==> src/hw/serial_port_defines.svh <==
// Register offsets, field positions, reset values and counts for the serial port control block.
// Assumes inclusion by bare name from the package and the block.
`ifndef SERIAL_PORT_DEFINES_SVH
`define SERIAL_PORT_DEFINES_SVH

// ----------------------------------------
// Register byte offsets
// ----------------------------------------
`define OFS_PORT_CTRL 8'h00
`define OFS_RATE_GEN 8'h04
`define OFS_RX_DATA 8'h08
`define OFS_TX_DATA 8'h0c
`define OFS_IRQ_STATUS 8'h10
`define OFS_IRQ_CLEAR 8'h14
`define OFS_IRQ_ENABLE 8'h18

// ----------------------------------------
// Control register fields
// ----------------------------------------
`define BIT_RX_RESET_N 0
`define BIT_RX_READY 1
`define BIT_RX_SYNC_ERR 3
`define POS_RX_IRQ_MODE 4
`define BIT_TX_RESET_N 16
`define BIT_TX_READY 17
`define BIT_TX_SYNC_ERR 19
`define POS_TX_IRQ_MODE 20
`define BIT_RATE_GEN_RESET_N 22
`define BIT_FSYNC_GEN_RESET_N 23
`define BIT_CLOCK_MASTER 24
`define POS_DIVIDER 0

// ----------------------------------------
// Interrupt status bits and reset values
// ----------------------------------------
`define IRQ_BITS 4
`define IRQ_RX_EVENT 0
`define IRQ_TX_EVENT 1
`define IRQ_RX_SYNC_ERR 2
`define IRQ_TX_SYNC_ERR 3
`define DIVIDER_RESET 8'h01
`define RESP_OKAY 2'h0
`define RESP_SLVERR 2'h2

// ----------------------------------------
// Timing counts
// ----------------------------------------
`define GEN_SYNC_PERIODS 2
`define SPURIOUS_EDGES 2

`endif

==> src/hw/serial_port_pkg.sv <==
// Types shared by the serial port control block.
// Assumes the defines header is on the include path.
package serial_port_pkg;
   `include "serial_port_defines.svh"

   typedef enum logic [1:0] {IRQ_READY, IRQ_SUBFRAME, IRQ_FSYNC, IRQ_SYNCERR} irq_mode_e;
   typedef enum {GEN_IDLE, GEN_SYNC, GEN_RUN} gen_state_e;

   typedef struct packed {
      logic clockMaster;
      logic fsyncGenResetN;
      logic rateGenResetN;
      irq_mode_e txIrqMode;
      logic txResetN;
      irq_mode_e rxIrqMode;
      logic rxResetN;
   } port_ctrl_s;

   // Per-section core events, index 0 receive and 1 transmit
   typedef struct packed {
      logic [1:0] copy;
      logic [1:0] subframeEnd;
      logic [1:0] syncErr;
   } core_events_s;
endpackage

==> src/hw/serial_port_irq_ctrl.sv <==
// Startup sequencing, ready flags, interrupts and DMA requests of a buffered serial port.
// Assumes an AXI4-Lite master, pins from another domain, and core events on this clock.
//
// The register offsets and the AXI4-Lite register port were chosen for this implementation.
`timescale 1ns/100ps
`include "serial_port_defines.svh"

module serial_port_irq_ctrl import serial_port_pkg::*; (
   input wire logic clock,
   input wire logic rstn,
   input wire logic [7:0] awaddr,
   input wire logic awvalid,
   output logic awready,
   input wire logic [31:0] wdata,
   input wire logic [3:0] wstrb,
   input wire logic wvalid,
   output logic wready,
   output logic [1:0] bresp,
   output logic bvalid,
   input wire logic bready,
   input wire logic [7:0] araddr,
   input wire logic arvalid,
   output logic arready,
   output logic [31:0] rdata,
   output logic [1:0] rresp,
   output logic rvalid,
   input wire logic rready,
   input wire logic rxBitClock,
   input wire logic txBitClock,
   input wire logic rxFrameSync,
   input wire logic txFrameSync,
   input wire core_events_s coreEvents,
   input wire logic [31:0] rxBufferData,
   output logic [31:0] txDataOut,
   output logic rxSectionResetN,
   output logic txSectionResetN,
   output logic generatedBitClock,
   output logic rxIrq,
   output logic txIrq,
   output logic rxDmaRequest,
   output logic txDmaRequest,
   output logic irq
);
   // ----------------------------------------
   // Pin synchronisers
   // ----------------------------------------
   logic [3:0] pins;
   logic [3:0] pinS1_q, pinS2_q, pinS3_q, pinStable_q, pinStable_d, pinRise;
   assign pins = {txFrameSync, rxFrameSync, txBitClock, rxBitClock};
   genvar gp;
   generate
      for (gp = 0; gp < 4; gp++) begin : g_pin
         // Change counts only once the second and third stages agree
         always_comb begin
            pinStable_d[gp] = (pinS2_q[gp] == pinS3_q[gp]) ? pinS2_q[gp] : pinStable_q[gp];
            pinRise[gp] = pinStable_d[gp] & ~pinStable_q[gp];
         end
         always_ff @(posedge clock) begin
            if (!rstn) begin
               pinS1_q[gp] <= 1'b0;
               pinS2_q[gp] <= 1'b0;
               pinS3_q[gp] <= 1'b0;
               pinStable_q[gp] <= 1'b0;
            end else begin
               pinS1_q[gp] <= pins[gp];
               pinS2_q[gp] <= pinS1_q[gp];
               pinS3_q[gp] <= pinS2_q[gp];
               pinStable_q[gp] <= pinStable_d[gp];
            end
         end
      end
   endgenerate

   // ----------------------------------------
   // Register bus
   // ----------------------------------------
   port_ctrl_s ctrl_q, ctrl_d;
   logic [7:0] divider_q, divider_d;
   logic [31:0] txData_q, txData_d, rxData_q, rxData_d;
   logic [`IRQ_BITS-1:0] status_q, status_d, enable_q, enable_d, clearBits;
   logic awHave_q, awHave_d, wHave_q, wHave_d, bvalid_q, bvalid_d, rvalid_q, rvalid_d;
   logic [7:0] awAddr_q, awAddr_d;
   logic [31:0] wData_q, wData_d, rdata_q, rdata_d, merged, ctrlWord;
   logic [3:0] wStrb_q, wStrb_d;
   logic [1:0] bresp_q, bresp_d, rresp_q, rresp_d;
   logic doWrite, rxRead, txWrite;
   logic [1:0] ready_q, ready_d, syncErr_q, syncErr_d, errSet, fsDet, secIrq, resetN;
   logic txFirst_q, txFirst_d, spurArmed_q, spurArmed_d, spurSet, bitEdge;
   logic [1:0] spurCnt_q, spurCnt_d;
   gen_state_e genState_q, genState_d;
   logic [7:0] genCnt_q, genCnt_d;
   logic genPeriods_q, genPeriods_d, genClk_q, genClk_d, genRise, genWrap;

   function automatic logic [31:0] mergeBytes(input logic [31:0] old, input logic [31:0] val,
                                              input logic [3:0] strb);
      logic [31:0] res;
      res = old;
      for (int b = 0; b < 4; b++) begin
         if (strb[b]) begin
            res[8*b +: 8] = val[8*b +: 8];
         end
      end
      return res;
   endfunction

   always_comb begin
      ctrlWord = 32'h0;
      ctrlWord[`BIT_RX_RESET_N] = ctrl_q.rxResetN;
      ctrlWord[`BIT_RX_READY] = ready_q[0];
      ctrlWord[`BIT_RX_SYNC_ERR] = syncErr_q[0];
      ctrlWord[`POS_RX_IRQ_MODE +: 2] = ctrl_q.rxIrqMode;
      ctrlWord[`BIT_TX_RESET_N] = ctrl_q.txResetN;
      ctrlWord[`BIT_TX_READY] = ready_q[1];
      ctrlWord[`BIT_TX_SYNC_ERR] = syncErr_q[1];
      ctrlWord[`POS_TX_IRQ_MODE +: 2] = ctrl_q.txIrqMode;
      ctrlWord[`BIT_RATE_GEN_RESET_N] = ctrl_q.rateGenResetN;
      ctrlWord[`BIT_FSYNC_GEN_RESET_N] = ctrl_q.fsyncGenResetN;
      ctrlWord[`BIT_CLOCK_MASTER] = ctrl_q.clockMaster;
   end

   assign awready = !awHave_q && !bvalid_q;
   assign wready = !wHave_q && !bvalid_q;
   assign arready = !rvalid_q;
   assign doWrite = awHave_q && wHave_q && !bvalid_q;
   assign rxRead = arvalid && arready && (araddr == `OFS_RX_DATA);
   assign txWrite = doWrite && (awAddr_q == `OFS_TX_DATA);

   always_comb begin
      awHave_d = awHave_q;
      awAddr_d = awAddr_q;
      wHave_d = wHave_q;
      wData_d = wData_q;
      wStrb_d = wStrb_q;
      bvalid_d = bvalid_q && !bready;
      bresp_d = bresp_q;
      rvalid_d = rvalid_q && !rready;
      rresp_d = rresp_q;
      rdata_d = rdata_q;
      ctrl_d = ctrl_q;
      divider_d = divider_q;
      txData_d = txData_q;
      enable_d = enable_q;
      clearBits = '0;
      merged = 32'h0;
      if (awvalid && awready) begin
         awHave_d = 1'b1;
         awAddr_d = awaddr;
      end
      if (wvalid && wready) begin
         wHave_d = 1'b1;
         wData_d = wdata;
         wStrb_d = wstrb;
      end
      if (doWrite) begin
         awHave_d = 1'b0;
         wHave_d = 1'b0;
         bvalid_d = 1'b1;
         bresp_d = `RESP_OKAY;
         case (awAddr_q)
            `OFS_PORT_CTRL: begin
               merged = mergeBytes(ctrlWord, wData_q, wStrb_q);
               ctrl_d.rxResetN = merged[`BIT_RX_RESET_N];
               ctrl_d.rxIrqMode = irq_mode_e'(merged[`POS_RX_IRQ_MODE +: 2]);
               ctrl_d.txResetN = merged[`BIT_TX_RESET_N];
               ctrl_d.txIrqMode = irq_mode_e'(merged[`POS_TX_IRQ_MODE +: 2]);
               ctrl_d.rateGenResetN = merged[`BIT_RATE_GEN_RESET_N];
               ctrl_d.fsyncGenResetN = merged[`BIT_FSYNC_GEN_RESET_N];
               ctrl_d.clockMaster = merged[`BIT_CLOCK_MASTER];
            end
            `OFS_RATE_GEN: begin
               merged = mergeBytes({24'h0, divider_q}, wData_q, wStrb_q);
               divider_d = merged[`POS_DIVIDER +: 8];
            end
            `OFS_TX_DATA: txData_d = mergeBytes(txData_q, wData_q, wStrb_q);
            `OFS_IRQ_CLEAR: clearBits = wData_q[`IRQ_BITS-1:0];
            `OFS_IRQ_ENABLE: enable_d = wData_q[`IRQ_BITS-1:0];
            `OFS_RX_DATA, `OFS_IRQ_STATUS: bresp_d = `RESP_OKAY;
            default: bresp_d = `RESP_SLVERR;
         endcase
      end
      if (arvalid && arready) begin
         rvalid_d = 1'b1;
         rresp_d = `RESP_OKAY;
         case (araddr)
            `OFS_PORT_CTRL: rdata_d = ctrlWord;
            `OFS_RATE_GEN: rdata_d = {24'h0, divider_q};
            `OFS_RX_DATA: rdata_d = rxData_q;
            `OFS_TX_DATA: rdata_d = txData_q;
            `OFS_IRQ_STATUS: rdata_d = {{(32-`IRQ_BITS){1'b0}}, status_q};
            `OFS_IRQ_CLEAR: rdata_d = 32'h0;
            `OFS_IRQ_ENABLE: rdata_d = {{(32-`IRQ_BITS){1'b0}}, enable_q};
            default: begin
               rdata_d = 32'h0;
               rresp_d = `RESP_SLVERR;
            end
         endcase
      end
   end

   // ----------------------------------------
   // Ready flags, sync errors, spurious error
   // ----------------------------------------
   assign resetN = {ctrl_q.txResetN, ctrl_q.rxResetN};
   assign bitEdge = ctrl_q.clockMaster ? genRise : pinRise[1];
   assign errSet = {coreEvents.syncErr[1] | spurSet, coreEvents.syncErr[0]};

   always_comb begin
      rxData_d = coreEvents.copy[0] ? rxBufferData : rxData_q;
      // Receive ready: the copy wins over a read in the same cycle
      ready_d[0] = ctrl_q.rxResetN & ((ready_q[0] & ~rxRead) | coreEvents.copy[0]);
      if (ctrl_d.txResetN && !ctrl_q.txResetN) begin
         ready_d[1] = 1'b1;
      end else begin
         ready_d[1] = ctrl_q.txResetN & ((ready_q[1] & ~txWrite) | coreEvents.copy[1]);
      end
      // Only the first enable after device reset arms the spurious error window
      txFirst_d = txFirst_q;
      spurArmed_d = spurArmed_q && ctrl_q.txResetN;
      spurCnt_d = spurCnt_q;
      spurSet = 1'b0;
      if (ctrl_d.txResetN && !ctrl_q.txResetN && txFirst_q) begin
         txFirst_d = 1'b0;
         spurArmed_d = 1'b1;
         spurCnt_d = 2'h0;
      end else if (spurArmed_q && ctrl_q.txResetN && bitEdge) begin
         spurCnt_d = spurCnt_q + 2'h1;
         if (spurCnt_d == 2'(`SPURIOUS_EDGES)) begin
            spurSet = 1'b1;
            spurArmed_d = 1'b0;
         end
      end
      syncErr_d = resetN & (syncErr_q | errSet);
   end

   // ----------------------------------------
   // Rate generator
   // ----------------------------------------
   assign genWrap = (genCnt_q == divider_q);
   assign genRise = (genState_q == GEN_RUN) && (genCnt_q == 8'h0);

   always_comb begin
      genState_d = genState_q;
      genCnt_d = genWrap ? 8'h0 : genCnt_q + 8'h1;
      genPeriods_d = genPeriods_q;
      genClk_d = 1'b0;
      case (genState_q)
         GEN_IDLE: begin
            genCnt_d = 8'h0;
            genPeriods_d = 1'b0;
            if (ctrl_q.rateGenResetN) begin
               genState_d = GEN_SYNC;
            end
         end
         GEN_SYNC: begin
            // Two whole divided periods pass before the clock shows
            if (genWrap) begin
               genPeriods_d = 1'b1;
               if (genPeriods_q == 1'(`GEN_SYNC_PERIODS - 1)) begin
                  genState_d = GEN_RUN;
                  genClk_d = 1'b1;
               end
            end
         end
         GEN_RUN: genClk_d = (genCnt_d <= {1'b0, divider_q[7:1]});
         default: genState_d = GEN_IDLE;
      endcase
      if (!ctrl_q.rateGenResetN) begin
         genState_d = GEN_IDLE;
         genClk_d = 1'b0;
      end
   end

   // ----------------------------------------
   // Interrupt mode multiplexers
   // ----------------------------------------
   genvar gs;
   generate
      for (gs = 0; gs < 2; gs++) begin : g_sec
         irq_mode_e mode;
         assign mode = (gs == 0) ? ctrl_q.rxIrqMode : ctrl_q.txIrqMode;
         assign fsDet[gs] = pinRise[2+gs] & resetN[gs];
         always_comb begin
            case (mode)
               IRQ_READY: secIrq[gs] = ready_q[gs];
               IRQ_SUBFRAME: secIrq[gs] = coreEvents.subframeEnd[gs] & resetN[gs];
               IRQ_FSYNC: secIrq[gs] = fsDet[gs];
               IRQ_SYNCERR: secIrq[gs] = errSet[gs] & resetN[gs];
               default: secIrq[gs] = 1'b0;
            endcase
         end
      end
   endgenerate

   // Set wins over a clear in the same cycle
   assign status_d = (status_q & ~clearBits) | {errSet & resetN, secIrq};

   always_ff @(posedge clock) begin
      if (!rstn) begin
         ctrl_q <= '0;
         divider_q <= `DIVIDER_RESET;
         txData_q <= 32'h0;
         rxData_q <= 32'h0;
         status_q <= '0;
         enable_q <= '0;
         awHave_q <= 1'b0;
         awAddr_q <= 8'h0;
         wHave_q <= 1'b0;
         wData_q <= 32'h0;
         wStrb_q <= 4'h0;
         bvalid_q <= 1'b0;
         bresp_q <= `RESP_OKAY;
         rvalid_q <= 1'b0;
         rresp_q <= `RESP_OKAY;
         rdata_q <= 32'h0;
         ready_q <= 2'h0;
         syncErr_q <= 2'h0;
         txFirst_q <= 1'b1;
         spurArmed_q <= 1'b0;
         spurCnt_q <= 2'h0;
         genState_q <= GEN_IDLE;
         genCnt_q <= 8'h0;
         genPeriods_q <= 1'b0;
         genClk_q <= 1'b0;
      end else begin
         ctrl_q <= ctrl_d;
         divider_q <= divider_d;
         txData_q <= txData_d;
         rxData_q <= rxData_d;
         status_q <= status_d;
         enable_q <= enable_d;
         awHave_q <= awHave_d;
         awAddr_q <= awAddr_d;
         wHave_q <= wHave_d;
         wData_q <= wData_d;
         wStrb_q <= wStrb_d;
         bvalid_q <= bvalid_d;
         bresp_q <= bresp_d;
         rvalid_q <= rvalid_d;
         rresp_q <= rresp_d;
         rdata_q <= rdata_d;
         ready_q <= ready_d;
         syncErr_q <= syncErr_d;
         txFirst_q <= txFirst_d;
         spurArmed_q <= spurArmed_d;
         spurCnt_q <= spurCnt_d;
         genState_q <= genState_d;
         genCnt_q <= genCnt_d;
         genPeriods_q <= genPeriods_d;
         genClk_q <= genClk_d;
      end
   end

   assign bresp = bresp_q;
   assign bvalid = bvalid_q;
   assign rdata = rdata_q;
   assign rresp = rresp_q;
   assign rvalid = rvalid_q;
   assign txDataOut = txData_q;
   assign rxSectionResetN = ctrl_q.rxResetN;
   assign txSectionResetN = ctrl_q.txResetN;
   assign generatedBitClock = genClk_q;
   assign rxIrq = secIrq[0];
   assign txIrq = secIrq[1];
   assign rxDmaRequest = ready_q[0];
   assign txDmaRequest = ready_q[1];
   assign irq = |(status_q & enable_q);

   // Spurious window kept in a counter: the bit clock period has no bound
   logic winOpen_q, winOpen_d;
   logic [1:0] winEdges_q, winEdges_d;

   always_comb begin
      winOpen_d = winOpen_q && ctrl_q.txResetN;
      winEdges_d = winEdges_q;
      if (txFirst_q && !ctrl_q.txResetN && ctrl_d.txResetN) begin
         winOpen_d = 1'b1;
         winEdges_d = 2'h0;
      end else if (winOpen_q && ctrl_q.txResetN && bitEdge) begin
         winEdges_d = winEdges_q + 2'h1;
         winOpen_d = (winEdges_q == 2'h0);
      end
   end

   always_ff @(posedge clock) begin
      if (!rstn) begin
         winOpen_q <= 1'b0;
         winEdges_q <= 2'h0;
      end else begin
         winOpen_q <= winOpen_d;
         winEdges_q <= winEdges_d;
      end
   end
endmodule

==> config.mk <==
export PLATFORM = sky130hd
export DESIGN_NAME = serial_port_irq_ctrl
export DESIGN_NICKNAME = d
export VERILOG_FILES = /design/src/hw/serial_port_pkg.sv /design/src/hw/serial_port_irq_ctrl.sv
export VERILOG_INCLUDE_DIRS = /design/src /design/src/hw
export SDC_FILE = /design/constraint.sdc
export NUM_CORES = 1
export LEC_CHECK = 0
export BUFFER_PORTS_ARGS = -buffer_cell sky130_fd_sc_hd__buf_2
export CAP_MARGIN = 20
export CORE_AREA = 2 2 124 126
export DETAILED_ROUTE_END_ITERATION = 10
export DIE_AREA = 0 0 126 128
export PLACE_DENSITY_LB_ADDON = 0.15
export REMOVE_ABC_BUFFERS = 1
export SLEW_MARGIN = 20
export SYNTH_ARGS = -nofsm -noshare
export SYNTH_HDL_FRONTEND = slang
export SYNTH_SLANG_ARGS = --single-unit
==> constraint.sdc <==
create_clock -name clock -period 4.4 [get_ports clock]
set_clock_uncertainty 0.1 [all_clocks]
set_input_delay 0.44 -clock clock [delete_from_list [all_inputs] [get_ports clock]]
set_output_delay 0.44 -clock clock [all_outputs]
set_load 0.1 [all_outputs]
==> reports/metrics.csv <==
stage;metric;value;unit
layout;area_delta_synth_final;18.5;%
worst_setup_path;endpoint_kind;primary output;
floorplanning;fp.dieH;128;um
layout;post-route-util;0.669;
outcome;outcome;complete, no violations;
yosys;yosys-top-cells-count;203 x dfxtp_1, 180 x nand2_1, 87 x nor2_1;
grt;overflow;0;
floorplanning;pin_count;182;
sta;maxSlewHeadroom;0.269;
worst_setup_path;crit_type;flip-flop to primary output;
yosys;synth_top_area_share;0.485;
yosys;ys_ff_latch;203;
drt;first_pass_iters;5;
layout;regArea;4060;um2
drt;vias_per_cell;5.43;
drt;vias;7129;
sta;worst_pin_slew;1.10;ns
floorplanning;num_rows;45;
clock_network;cts_buffers;21;
grt;grt_pass1_vias;6441;
yosys;synth_edf_count;0;
worst_setup_path;cp.required;3.86;ns
worst_setup_path;cp_data_arrival_time;3.04;ns
yosys;syn_area_per_cell;8.72;um2
drt;wl_per_cell;16.0;um
sta;hold_viol;0;
layout;fin_nets;1222;
sta;fmax;280;MHz
drt;drt_wl_total;21.0;mm
place;portBuffers;178;
layout;design_area;9940;um2
sta;period_share;0.813;
yosys;synth.area.top_cells;dfxtp_1 48%, nand2_1 8.1%, mux2i_1 6.8%;
yosys;synth_cells;961;
clock_network;path_clk_slew;0.06;ns
clock_network;clock_latency;0.49;ns
floorplanning;die_width;126;um
layout;drive_gt1_frac;0.213;
drt;drt-initial-drc-count;367;
clock_network;clock_path_buffers;3;
power_and_ir_drop;vdd_ir_drop_max;0.251;mV
grt;grt_usage;0.254;
yosys;netlist_area;8380;um2
yosys;yosysSeqAreaShare;0.485;
yosys;synth.distinct_cells;62;
grt;antenna_found_initial;2;
sta;setup_viol;0;
clock_network;cts_hold_buffers;0;
yosys;synth_top_area_cell;dfxtp_1;
hold_path;hold_depth;2;
layout;multi_input_area;3940;um2
yosys;synthFlopType;dfxtp_1;
power_and_ir_drop;pwr_density_cell;398;nW/um2
drt;route.detailed.drc;0;
place;place_congestion;0.888;
clock_network;clock_sinks;203;
yosys;yosys_warnings;0;
sta;rsz0062_at_grt;no;
layout;n_fill_cell;1275;
grt;grt_pass1_wl;33.4;mm
clock_network;post-cts-setup-buffers;0;
run;cap_violations;0;
power_and_ir_drop;power;0.00395;W
sta;setup_tns;0;ns
power_and_ir_drop;p_leak;4.33;nW
drt;ant_nets;0;
clock_network;tritoncts;done;
place;placed_area;9270;um2
floorplanning;die_area;16100;um2
worst_setup_path;worstRegToRegCells;9;
clock_network;htree_levels;1;
hold_path;hp-class;input port to flip-flop;
worst_setup_path;crit_path_max_fanout;5;
sta;timing.final.crit_period;3.58;ns
place;hpwl;14.3;mm
yosys;async_flop_share;0;
clock_network;cts_root_buf;clkbuf_16;
floorplanning;core_area;14900;um2
floorplanning;start_util;0.564;
sta;slew_violations;0;
clock_network;cts_resized;0;
grt;grt_start_max_net_pins;89;
yosys;synthMostInstantiatedCell;dfxtp_1;
worst_setup_path;start_kind;flip-flop;
==> worst paths after layout <==
kind	startpoint	slack (ns)	end
min reg2reg	pinS1_q[2]	0.33	pinS2_q[2]
min	rready	0.04	rvalid
max	genState_q[0]	0.82	txIrq
max reg2reg	genCnt_q[0]	1.83	generatedBitClock
==> final cells by class <==
type,instances,area share
Multi-Input combinational cell,674,0.396
Clock buffer,32,0.0611
Timing Repair Buffer,185,0.0949
Antenna cell,2,0.000504
Tap cell,188,0.0237
Inverter,23,0.00894
Clock inverter,6,0.00592
Sequential cell,203,0.409
==> routing by layer <==
layer | global-route usage | share of wire | up-vias
met2 | 0.416 | 0.47 | 172
met5 | 0 | 0 | -
met1 | 0.353 | 0.46 | 3332
met3 | 0.0413 | 0.051 | 25
li1 | - | - | 3600
met4 | 0.0633 | 0.016 | 0
==> through the flow <==
stage / hold slack (ns) / setup WS [ns] / cells
floorplan: 0.312 / 0.636 / 900
global placement: 0.316 / 1.43 / 1273
detailed placement: 0.320 / 1.34 / 1273
CTS: 0.0288 / 0.805 / 1311
global route: 0.0385 / 0.599 / 1313
finish: 0.0411 / 0.825 / 1313
==> critical path, cell delays in order (launching register included) <==
cell and delay (ns):
dfxtp_1 0.33, inv_1 0.08, ha_1 0.24, nor4b_1 0.41
a31oi_1 0.20, o31ai_1 0.51, a2bb2oi_1 0.29, buf_2 0.49
==> where the power goes <==
| part | leakage, nW | internal, W | total [W] | switching, W |
|---|---|---|---|---|
| clock network | 0.330 | 0.00101 | 0.00171 | 0.000695 |
| logic | 2.35 | 0.000102 | 0.000316 | 0.000214 |
| registers | 1.65 | 0.00189 | 0.00193 | 0.0000374 |
==> cells in the final DEF (no fill, tap or decap), types with 12 or more instances in the layout <==
master | Yosys | layout
a21oi_1 | 85 | 85
buf_2 | 4 | 178
and2_1 | 12 | 12
nand2_1 | 180 | 180
nand3_1 | 60 | 60
inv_1 | 23 | 22
ha_1 | 13 | 13
xor2_1 | 14 | 14
dfxtp_1 | 203 | 203
clkbuf_16 | 0 | 21
mux2i_1 | 57 | 57
nor2_1 | 87 | 87
o21ai_0 | 47 | 47
a22oi_1 | 22 | 22
==> sequential cells by signal, summed over array words and instances, names as in the netlist, 3 cells and up <==
signal       cells
divider_q        8
rdata           32
pinStable_q      3
rxData_q        32
txDataOut       32
enable_q         4
genCnt_q         8
status_q         4
pinS1_q          3
awAddr_q         8
wData_q         32
ctrlWord         3
pinS2_q          3
wStrb_q          4
pinS3_q          3
g_sec.mode       4
==> kinds of logic (layout without fill, tap and decap cells) <==
| logic type | count (synthesis) | after routing | share of synthesized area |
|---|---|---|---|
| AO/OA/AOI/OAI | 196 | 196 | 0.139 |
| flip-flops | 203 | 203 | 0.485 |
| multiplexers | 67 | 67 | 0.0855 |
| XOR/XNOR | 15 | 15 | 0.0157 |
| buffers and inverters | 85 | 246 | 0.0464 |
| AND/OR/NAND/NOR | 381 | 381 | 0.209 |
| adder cells (fa/ha/maj) | 13 | 13 | 0.0194 |
| other | 1 | 4 | 0.000447 |
Power figures use the tool's default switching activity.
